**src/lps_pkg.sv**
```systemverilog
// package of constants and types for the light and proximity sensing control
//
// Function
// RL1 - thresholds compare light or proximity per mode
// RL2 - host reloads thresholds after each mode change
// RL3 - mode change clears persistence counter
// RL4 - proximity LED drive DC or 360kHz
// RL5 - two-bit field selects LED current
// RL6 - cycle runs light, infrared, proximity phases
// RL7 - LED enabled only in proximity phase
// RL8 - respond only at address 1000100
// RL9 - threshold registers and reset values
// RL10 - result bytes refresh each conversion cycle
// RL11 - resolution field sets 2^n cycle integration
// RL12 - persistent excursion raises held interrupt flag
// RL13 - current codes map increasing 12.5 to 100mA
package lps_pkg;
    localparam logic [6:0] DEV_ADDR = 7'h44;
    localparam logic [2:0] REG_CMD1 = 3'h0;
    localparam logic [2:0] REG_CMD2 = 3'h1;
    localparam logic [2:0] REG_DATA_L = 3'h2;
    localparam logic [2:0] REG_DATA_H = 3'h3;
    localparam logic [2:0] REG_LOWER_L = 3'h4;
    localparam logic [2:0] REG_LOWER_H = 3'h5;
    localparam logic [2:0] REG_UPPER_L = 3'h6;
    localparam logic [2:0] REG_UPPER_H = 3'h7;
    localparam logic [7:0] LOWER_RST = 8'h00;
    localparam logic [7:0] UPPER_RST = 8'hff;
    // command register 1 fields
    localparam int MODE_MSB = 7;
    localparam int MODE_LSB = 5;
    localparam int CONT_BIT = 2;
    localparam int FLAG_BIT = 2;
    localparam int PERS_MSB = 1;
    localparam int PERS_LSB = 0;
    // command register 2 fields
    localparam int MOD_BIT = 6;
    localparam int CUR_MSB = 5;
    localparam int CUR_LSB = 4;
    localparam int RES_MSB = 3;
    localparam int RES_LSB = 2;
    // data select within the mode field
    localparam logic [1:0] SEL_OFF = 2'h0;
    localparam logic [1:0] SEL_LIGHT = 2'h1;
    localparam logic [1:0] SEL_INFRARED = 2'h2;
    localparam logic [1:0] SEL_PROX = 2'h3;
    // resolution codes, bits of integration
    localparam logic [4:0] RES_BITS_0 = 5'h10;
    localparam logic [4:0] RES_BITS_1 = 5'h0c;
    localparam logic [4:0] RES_BITS_2 = 5'h08;
    localparam logic [4:0] RES_BITS_3 = 5'h04;
    // persistence counts per code
    localparam logic [4:0] PERS_0 = 5'h01;
    localparam logic [4:0] PERS_1 = 5'h04;
    localparam logic [4:0] PERS_2 = 5'h08;
    localparam logic [4:0] PERS_3 = 5'h10;
    // led modulation timing
    localparam int CLK_HZ = 40000000;
    localparam int LED_MOD_HZ = 360000;
    localparam logic [5:0] MOD_HALF_CYC = 6'(CLK_HZ / (2 * LED_MOD_HZ));

    typedef enum logic [2:0] {
        i2c_idle, i2c_addr, i2c_ack, i2c_wr, i2c_rd, i2c_rack
    } lps_i2c_t;

    typedef enum logic [1:0] {
        ph_idle, ph_ambient_light, ph_infrared, ph_proximity
    } lps_phase_t;

    typedef struct packed {
        logic [2:0] scl_s;
        logic [2:0] sda_s;
        lps_i2c_t i2c;
        logic [2:0] bitcnt;
        logic [7:0] sh;
        logic [2:0] ptr;
        logic rw;
        logic first;
        logic oe;
        logic [7:0][7:0] regs;
        lps_phase_t phase;
        logic armed;
        logic [16:0] icnt;
        logic [15:0] cap;
        logic [4:0] pcnt;
        logic [5:0] mcnt;
        logic mclk;
        logic led;
        logic [1:0] cur;
    } lps_state_t;
endpackage : lps_pkg

```
**src/lps_ctrl.sv**
```systemverilog
// light and proximity sensing control with serial register port
`timescale 1ns/10ps
module lps_ctrl #(
    parameter int INT_BITS_MAX = 16
) (
    input wire logic core_clk,
    input wire logic arst_n,
    input wire logic scl_i,
    input wire logic sda_i,
    input wire logic [15:0] adc_sample_i,
    output logic sda_o,
    output logic sda_oe,
    output logic int_n_o,
    output logic ir_led_drive_output,
    output logic [1:0] ir_led_current_o,
    output lps_pkg::lps_phase_t phase_o
);
    import lps_pkg::*;

    lps_state_t st_ff;
    lps_state_t nxt_st;
    logic scl_rise;
    logic scl_fall;
    logic bus_start;
    logic bus_stop;
    logic sda_bit;
    logic [2:0] mode_now;
    logic [1:0] sel;
    logic [4:0] res_n;
    logic [4:0] n_eff;
    logic [16:0] len;
    logic [15:0] mask;
    logic [4:0] pers;
    logic phase_end;
    logic out_win;

    assign sda_bit = st_ff.sda_s[1];
    assign scl_rise = st_ff.scl_s[1] & ~st_ff.scl_s[2];
    assign scl_fall = ~st_ff.scl_s[1] & st_ff.scl_s[2];
    assign bus_start = st_ff.scl_s[1] & st_ff.scl_s[2] & ~sda_bit & st_ff.sda_s[2];
    assign bus_stop = st_ff.scl_s[1] & st_ff.scl_s[2] & sda_bit & ~st_ff.sda_s[2];
    assign mode_now = st_ff.regs[REG_CMD1][MODE_MSB:MODE_LSB];
    assign sel = mode_now[1:0];

    always_comb begin
        case (st_ff.regs[REG_CMD2][RES_MSB:RES_LSB])
            2'h0: res_n = RES_BITS_0;
            2'h1: res_n = RES_BITS_1;
            2'h2: res_n = RES_BITS_2;
            default: res_n = RES_BITS_3;
        endcase
        case (st_ff.regs[REG_CMD1][PERS_MSB:PERS_LSB])
            2'h0: pers = PERS_0;
            2'h1: pers = PERS_1;
            2'h2: pers = PERS_2;
            default: pers = PERS_3;
        endcase
    end

    // integration length is 2^n cycles, capped for short simulations
    assign n_eff = (res_n > 5'(INT_BITS_MAX)) ? 5'(INT_BITS_MAX) : res_n; // RL11
    assign len = 17'd1 << n_eff; // RL11
    assign mask = 16'((17'd1 << res_n) - 17'd1);
    assign phase_end = (st_ff.phase != ph_idle) && (st_ff.icnt == len - 17'd1);

    always_comb begin
        logic mode_chg;
        logic [15:0] val;
        mode_chg = 1'b0;
        val = 16'h0000;
        out_win = 1'b0;
        nxt_st = st_ff;
        nxt_st.scl_s = {st_ff.scl_s[1:0], scl_i};
        nxt_st.sda_s = {st_ff.sda_s[1:0], sda_i};

        // serial register port
        if (bus_stop) begin
            nxt_st.i2c = i2c_idle;
            nxt_st.oe = 1'b0;
        end else if (bus_start) begin
            nxt_st.i2c = i2c_addr;
            nxt_st.bitcnt = 3'h0;
            nxt_st.first = 1'b1;
            nxt_st.oe = 1'b0;
        end else begin
            case (st_ff.i2c)
                i2c_idle: nxt_st.oe = 1'b0;
                i2c_addr: if (scl_rise) begin
                    nxt_st.sh = {st_ff.sh[6:0], sda_bit};
                    nxt_st.bitcnt = st_ff.bitcnt + 3'h1;
                    if (st_ff.bitcnt == 3'h7) begin
                        nxt_st.rw = sda_bit;
                        nxt_st.i2c = (st_ff.sh[6:0] == DEV_ADDR) ? i2c_ack : i2c_idle; // RL8
                    end
                end
                i2c_ack: if (scl_fall) begin
                    if (!st_ff.oe) begin
                        nxt_st.oe = 1'b1;
                    end else if (st_ff.rw) begin
                        nxt_st.sh = st_ff.regs[st_ff.ptr];
                        nxt_st.oe = ~st_ff.regs[st_ff.ptr][7];
                        nxt_st.bitcnt = 3'h0;
                        nxt_st.i2c = i2c_rd;
                    end else begin
                        nxt_st.oe = 1'b0;
                        nxt_st.bitcnt = 3'h0;
                        nxt_st.i2c = i2c_wr;
                    end
                end
                i2c_wr: if (scl_rise) begin
                    nxt_st.sh = {st_ff.sh[6:0], sda_bit};
                    nxt_st.bitcnt = st_ff.bitcnt + 3'h1;
                    if (st_ff.bitcnt == 3'h7) begin
                        nxt_st.i2c = i2c_ack;
                        if (st_ff.first) begin
                            nxt_st.first = 1'b0;
                            nxt_st.ptr = {st_ff.sh[1:0], sda_bit};
                        end else begin
                            nxt_st.ptr = st_ff.ptr + 3'h1;
                            if (st_ff.ptr == REG_CMD1) begin
                                nxt_st.regs[REG_CMD1] = {st_ff.sh[6:0], sda_bit};
                                // flag is only cleared by a write, never set
                                nxt_st.regs[REG_CMD1][FLAG_BIT] = st_ff.sh[FLAG_BIT - 1] &
                                    st_ff.regs[REG_CMD1][FLAG_BIT]; // RL12
                                mode_chg = st_ff.sh[6:4] != mode_now;
                                nxt_st.armed = 1'b1;
                            end else if (st_ff.ptr != REG_DATA_L && st_ff.ptr != REG_DATA_H) begin
                                nxt_st.regs[st_ff.ptr] = {st_ff.sh[6:0], sda_bit}; // RL9
                            end
                        end
                    end
                end
                i2c_rd: if (scl_fall) begin
                    nxt_st.bitcnt = st_ff.bitcnt + 3'h1;
                    if (st_ff.bitcnt == 3'h7) begin
                        nxt_st.oe = 1'b0;
                        nxt_st.i2c = i2c_rack;
                    end else begin
                        nxt_st.sh = {st_ff.sh[6:0], 1'b0};
                        nxt_st.oe = ~st_ff.sh[6];
                    end
                end
                i2c_rack: if (scl_rise) begin
                    if (sda_bit) begin
                        nxt_st.i2c = i2c_idle;
                    end else begin
                        nxt_st.ptr = st_ff.ptr + 3'h1;
                    end
                end else if (scl_fall) begin
                    nxt_st.sh = st_ff.regs[st_ff.ptr];
                    nxt_st.oe = ~st_ff.regs[st_ff.ptr][7];
                    nxt_st.bitcnt = 3'h0;
                    nxt_st.i2c = i2c_rd;
                end
                default: nxt_st.i2c = i2c_idle;
            endcase
        end

        // detection cycle sequencer
        if (st_ff.phase == ph_idle) begin
            nxt_st.icnt = 17'h0;
            if (sel != SEL_OFF && st_ff.armed) begin
                nxt_st.phase = ph_ambient_light; // RL6
            end
        end else if (sel == SEL_OFF) begin
            nxt_st.phase = ph_idle;
        end else begin
            nxt_st.icnt = st_ff.icnt + 17'h1;
            if (phase_end) begin
                nxt_st.icnt = 17'h0;
                if (st_ff.phase == lps_phase_t'(sel)) begin
                    nxt_st.cap = adc_sample_i & mask;
                end
                case (st_ff.phase)
                    ph_ambient_light: nxt_st.phase = ph_infrared; // RL6
                    ph_infrared: nxt_st.phase = ph_proximity; // RL6
                    default: begin
                        nxt_st.phase = ph_idle;
                        nxt_st.regs[REG_DATA_L] = nxt_st.cap[7:0]; // RL10
                        nxt_st.regs[REG_DATA_H] = nxt_st.cap[15:8]; // RL10
                        if (!mode_now[CONT_BIT]) begin
                            nxt_st.armed = 1'b0;
                        end
                        if (sel == SEL_LIGHT || sel == SEL_PROX) begin
                            val = nxt_st.cap; // RL1
                            out_win = val < {st_ff.regs[REG_LOWER_H], st_ff.regs[REG_LOWER_L]} ||
                                val > {st_ff.regs[REG_UPPER_H], st_ff.regs[REG_UPPER_L]};
                            if (out_win) begin
                                if (st_ff.pcnt != 5'h1f) begin
                                    nxt_st.pcnt = st_ff.pcnt + 5'h1;
                                end
                                if (st_ff.pcnt + 5'h1 >= pers) begin
                                    nxt_st.regs[REG_CMD1][FLAG_BIT] = 1'b1; // RL12
                                end
                            end else begin
                                nxt_st.pcnt = 5'h0;
                            end
                        end
                    end
                endcase
            end
        end
        if (mode_chg) begin
            nxt_st.pcnt = 5'h0; // RL3
        end

        // led drive, modulated only while the proximity phase runs; the count starts
        // one clock into the phase so that the first on half is as long as the rest
        if (st_ff.phase == ph_proximity) begin
            if (st_ff.mcnt == MOD_HALF_CYC - 6'h1) begin
                nxt_st.mcnt = 6'h0;
                nxt_st.mclk = ~st_ff.mclk; // RL4
            end else begin
                nxt_st.mcnt = st_ff.mcnt + 6'h1;
            end
        end else begin
            nxt_st.mcnt = 6'h0;
            nxt_st.mclk = 1'b1;
        end
        nxt_st.led = (nxt_st.phase == ph_proximity) &&
            (!st_ff.regs[REG_CMD2][MOD_BIT] || nxt_st.mclk); // RL7
        nxt_st.cur = st_ff.regs[REG_CMD2][CUR_MSB:CUR_LSB]; // RL5 RL13
    end

    always_ff @(posedge core_clk or negedge arst_n) begin
        if (!arst_n) begin
            st_ff <= '0;
            st_ff.scl_s <= 3'h7;
            st_ff.sda_s <= 3'h7;
            st_ff.i2c <= i2c_idle;
            st_ff.phase <= ph_idle;
            st_ff.regs[REG_UPPER_L] <= UPPER_RST;
            st_ff.regs[REG_UPPER_H] <= UPPER_RST;
            st_ff.regs[REG_LOWER_L] <= LOWER_RST;
            st_ff.regs[REG_LOWER_H] <= LOWER_RST;
        end else begin
            st_ff <= nxt_st;
        end
    end

    assign sda_o = 1'b0;
    assign sda_oe = st_ff.oe;
    assign int_n_o = ~st_ff.regs[REG_CMD1][FLAG_BIT];
    assign ir_led_drive_output = st_ff.led;
    assign ir_led_current_o = st_ff.cur;
    assign phase_o = st_ff.phase;
endmodule : lps_ctrl

```
**config.mk**
```make
export PLATFORM = sky130hd
export DESIGN_NAME = lps_ctrl
export DESIGN_NICKNAME = d
export VERILOG_FILES = /design/src/lps_pkg.sv /design/src/lps_ctrl.sv
export SDC_FILE = /design/constraint.sdc
export NUM_CORES = 1
export LEC_CHECK = 0
export BUFFER_PORTS_ARGS = -buffer_cell sky130_fd_sc_hd__buf_2
export CORE_MARGIN = 2
export CORE_UTILIZATION = 25
export DETAILED_ROUTE_END_ITERATION = 7
export PLACE_DENSITY_LB_ADDON = 0.05
export RECOVER_POWER = 50
export SLEW_MARGIN = 20
export SYNTH_ARGS = -nofsm -noshare
export SYNTH_HDL_FRONTEND = slang
export SYNTH_SLANG_ARGS = --single-unit
```
**constraint.sdc**
```tcl
create_clock -name core_clk -period 3.3 [get_ports core_clk]
set_clock_uncertainty 0.05 [all_clocks]
set_input_delay 0.825 -clock core_clk [delete_from_list [all_inputs] [get_ports core_clk]]
set_output_delay 0.825 -clock core_clk [all_outputs]
set_load 0.1 [all_outputs]
```
==> results.sh <==
export IMPL_dp_hpwl_mm=20.3
export IMPL_synth_area_um2=8480
export IMPL_startpoint_type="register"
export IMPL_cpPeakStageDelay_ns=0.41
export IMPL_end_kind="register"
export IMPL_final_common_cell="dfrtp_1"
export IMPL_cp_common_cell="a21oi_2"
export IMPL_min_period_over_period_pct=95.8
export IMPL_initial_core_util_pct=25.3
export IMPL_ys_ff_latch=140
export IMPL_htreeDepth=4
export IMPL_synth_edf_count=0
export IMPL_synth_seq_area_share_pct=41.7
export IMPL_diodes=0
export IMPL_antenna_found_initial=0
export IMPL_crit_required_ns=3.62
export IMPL_ys_warn_count=0
export IMPL_synth_fp_nets=969
export IMPL_synth_top_area_cell="dfrtp_1"
export IMPL_die_x_um=188
export IMPL_cts_buffers=17
export IMPL_drt_total_wl_mm=27.8
export IMPL_synth_ff_type="dfrtp_1"
export IMPL_grt_pass1_wl_mm=43.2
export IMPL_route_detailed_drc=0
export IMPL_leakage_nw=4.37
export IMPL_coreArea_um2=33400
export IMPL_syn_area_per_cell_um2=9.46
export IMPL_io_buffers=26
export IMPL_drtIter0Drc=326
export IMPL_cts_sinks=140
export IMPL_fmax_mhz=316
export IMPL_fin_ws_ns=0.138
export IMPL_die_y_um=188
export IMPL_violations="max-capacitance violations, max-slew violations"
export IMPL_critPathKind="register to register"
export IMPL_run_status="finished with violations"
export IMPL_pwr_density_cell_nw_per_um2=522
export IMPL_ant_nets=0
export IMPL_dieArea_um2=35400
export IMPL_clock_latency_ns=0.45
export IMPL_netlist_area_leader_share_pct=34.8
export IMPL_row_count=67
export IMPL_slew_headroom_pct=-51.9
export IMPL_final_cell_mix="dfrtp_1 (118), nand2_1 (96), o21ai_0 (81)"
export IMPL_drive_above_1_share_pct=23.9
export IMPL_viasPerCell=4.72
export IMPL_finalHoldViolCount=0
export IMPL_clkTransAtPathRegs_ns=0.07
export IMPL_ir_drop_v=0.000362
export IMPL_cap_violations=1
export IMPL_worst_pin_slew_ns=2.28
export IMPL_cpMaxStageDelayCell="dfrtp_1"
export IMPL_gp_congestion=0.740
export IMPL_area_growth_pct=21.2
export IMPL_ios=28
export IMPL_tns_ns=0
export IMPL_holdWs_ns=0.308
export IMPL_nNetsFinal=1020
export IMPL_yosys_cell_types_count=65
export IMPL_finalSetupViolations=0
export IMPL_design_power_total_w=0.00537
export IMPL_grt_pass1_vias=6805
export IMPL_cts_tree="built"
export IMPL_vias=6636
export IMPL_grt_overflow=0
export IMPL_netlist_instances=896
export IMPL_min_period_ns=3.16
export IMPL_wl_per_cell_um=19.8
export IMPL_finalMaxSlewViolations=45
export IMPL_crit_chain="xnor2_2 > and2_4 > clkbuf_16 > and3_1 > a21oi_2 > inv_2 > ha_1 > nand4_1 > or3_1 > a21oi_2 > nor2_2 > a221oi_2 > buf_4 > mux2i_1"
export IMPL_cts_root_buf="clkbuf_16"
export IMPL_grt_max_degree=54
export IMPL_pre_cts_ws_ns=-0.0675
export IMPL_crit_arrival_ns=3.48
export IMPL_grtUsageTotal_pct=16.4
export IMPL_holdBufCountCts=0
export IMPL_worst_path_max_fanout=8
export IMPL_rsz0062_at_grt="true"
export IMPL_hold_class="register to register"
export IMPL_async_flop_share_pct=100
export IMPL_synthTopCellsByArea="dfrtp_1 (35%), ha_1 (7.8%), dfstp_2 (6.8%), mux2_2 (5.7%), mux2i_1 (5.7%)"
export IMPL_cts_buffer_depth=2
export IMPL_firstDrtPassIters=5
## stage by stage
step / instances / util, % / area (µm²)
floorplan: 896 / - / 8480
global placement: 1375 / 28.1 / 9390
detailed placement: 1375 / 28.1 / 9390
CTS: 1406 / 30.1 / 10100
global route: 1407 / 30.7 / 10300
finish: 1407 / 30.7 / 10300
## sequential cells by signal, indices dropped and copies added, names as in the netlist
register	count
st_ff	125
mode_now	3
sda_oe	1
nxt_st	6
phase_o	2
ir_led_drive_output	1
ir_led_current_o	2
## critical path: cells and delay by family, from the launching register on
family          cells  cell delay [ns]
compound gates      3             0.59
xor+xnor            1             0.16
fa+ha+maj           1             0.29
buf+inv             3             0.42
flops               1             0.41
mux                 1             0.17
simple gates        5             0.99
## worst paths after layout
path	to	slack (ns)	cells past startpoint	from
min in group asynchronous	st_ff[123]	1.16	1	arst_n
setup reg to reg	st_ff[11]	0.14	14	mode_now[0]
setup / recovery	st_ff[11]	0.14	14	mode_now[0]
hold reg to reg	nxt_st[137]	0.31	0	nxt_st[136]
hold / removal	nxt_st[137]	0.31	0	nxt_st[136]
max in group asynchronous	st_ff[43]	0.47	2	arst_n
## synthesized netlist by cell type, types with 4 or more instances
library cell  number
a211oi_1           7
a21o_1             4
a21oi_1           41
a221oi_1           5
a22o_1             8
a22oi_1            6
a31oi_1           10
and2_1             4
and3_1            12
and4_1             4
buf_2              4
buf_4              5
clkbuf_1          34
dfrtp_1          118
dfstp_2           22
ha_1              53
inv_1             75
mux2_2            43
mux2i_1           48
mux4_2             6
nand2_1           97
nand2b_1          10
nand3_1           24
nand4_1           15
nor2_1            48
nor2b_1           13
nor3_1             8
nor4_1            12
o211ai_1           6
o21a_1             4
o21ai_0           82
xnor2_1            6
xor2_1            10
## layer usage
| layer | part of all wire (%) | routed length, µm | GRT usage (%) | vias to the layer above |
|---|---|---|---|---|
| met5 | 0 | 0 | 0 | - |
| met4 | 1.1 | 308 | 4.51 | 0 |
| met3 | 2.3 | 642 | 2.79 | 18 |
| met2 | 44 | 12400 | 25.0 | 71 |
| met1 | 52 | 14500 | 23.7 | 3284 |
| li1 | - | - | - | 3263 |
## logic make-up (layout without fill, tap and decap cells)
family / after synthesis / count (layout) / share of synthesized area (%)
AND/OR/NAND/NOR: 266 / 266 / 15.5
adder cells (fa/ha/maj): 54 / 54 / 7.94
buffers and inverters: 127 / 190 / 6.17
XOR/XNOR: 16 / 16 / 1.65
flip-flops: 140 / 140 / 41.7
other: 1 / 1 / 0.0442
multiplexers: 97 / 97 / 13.0
AO/OA/AOI/OAI: 195 / 195 / 14.0
## final cells by class
cell class                      count  area [µm²]
Clock buffer                       20         447
Clock inverter                     11         194
Fill cell                        3490       23200
Inverter                           78         293
Multi-Input combinational cell    629        4650
Sequential cell                   140        3530
Tap cell                          448         561
Timing Repair Buffer               81         597
## where the power goes
part	internal, W	switching, W
clock	0.00136	0.000823
combinational	0.000452	0.000711
sequential	0.00181	0.000216
## repair_timing
action,4_1_cts,5_1_grt
hold endpoints to repair,0,0
setup buffers,0,0
pin swaps,0,13
endpoints found under the setup margin,6,6
gates cloned,0,1
gates resized for setup,5,42
Power figures use the tool's default switching activity.
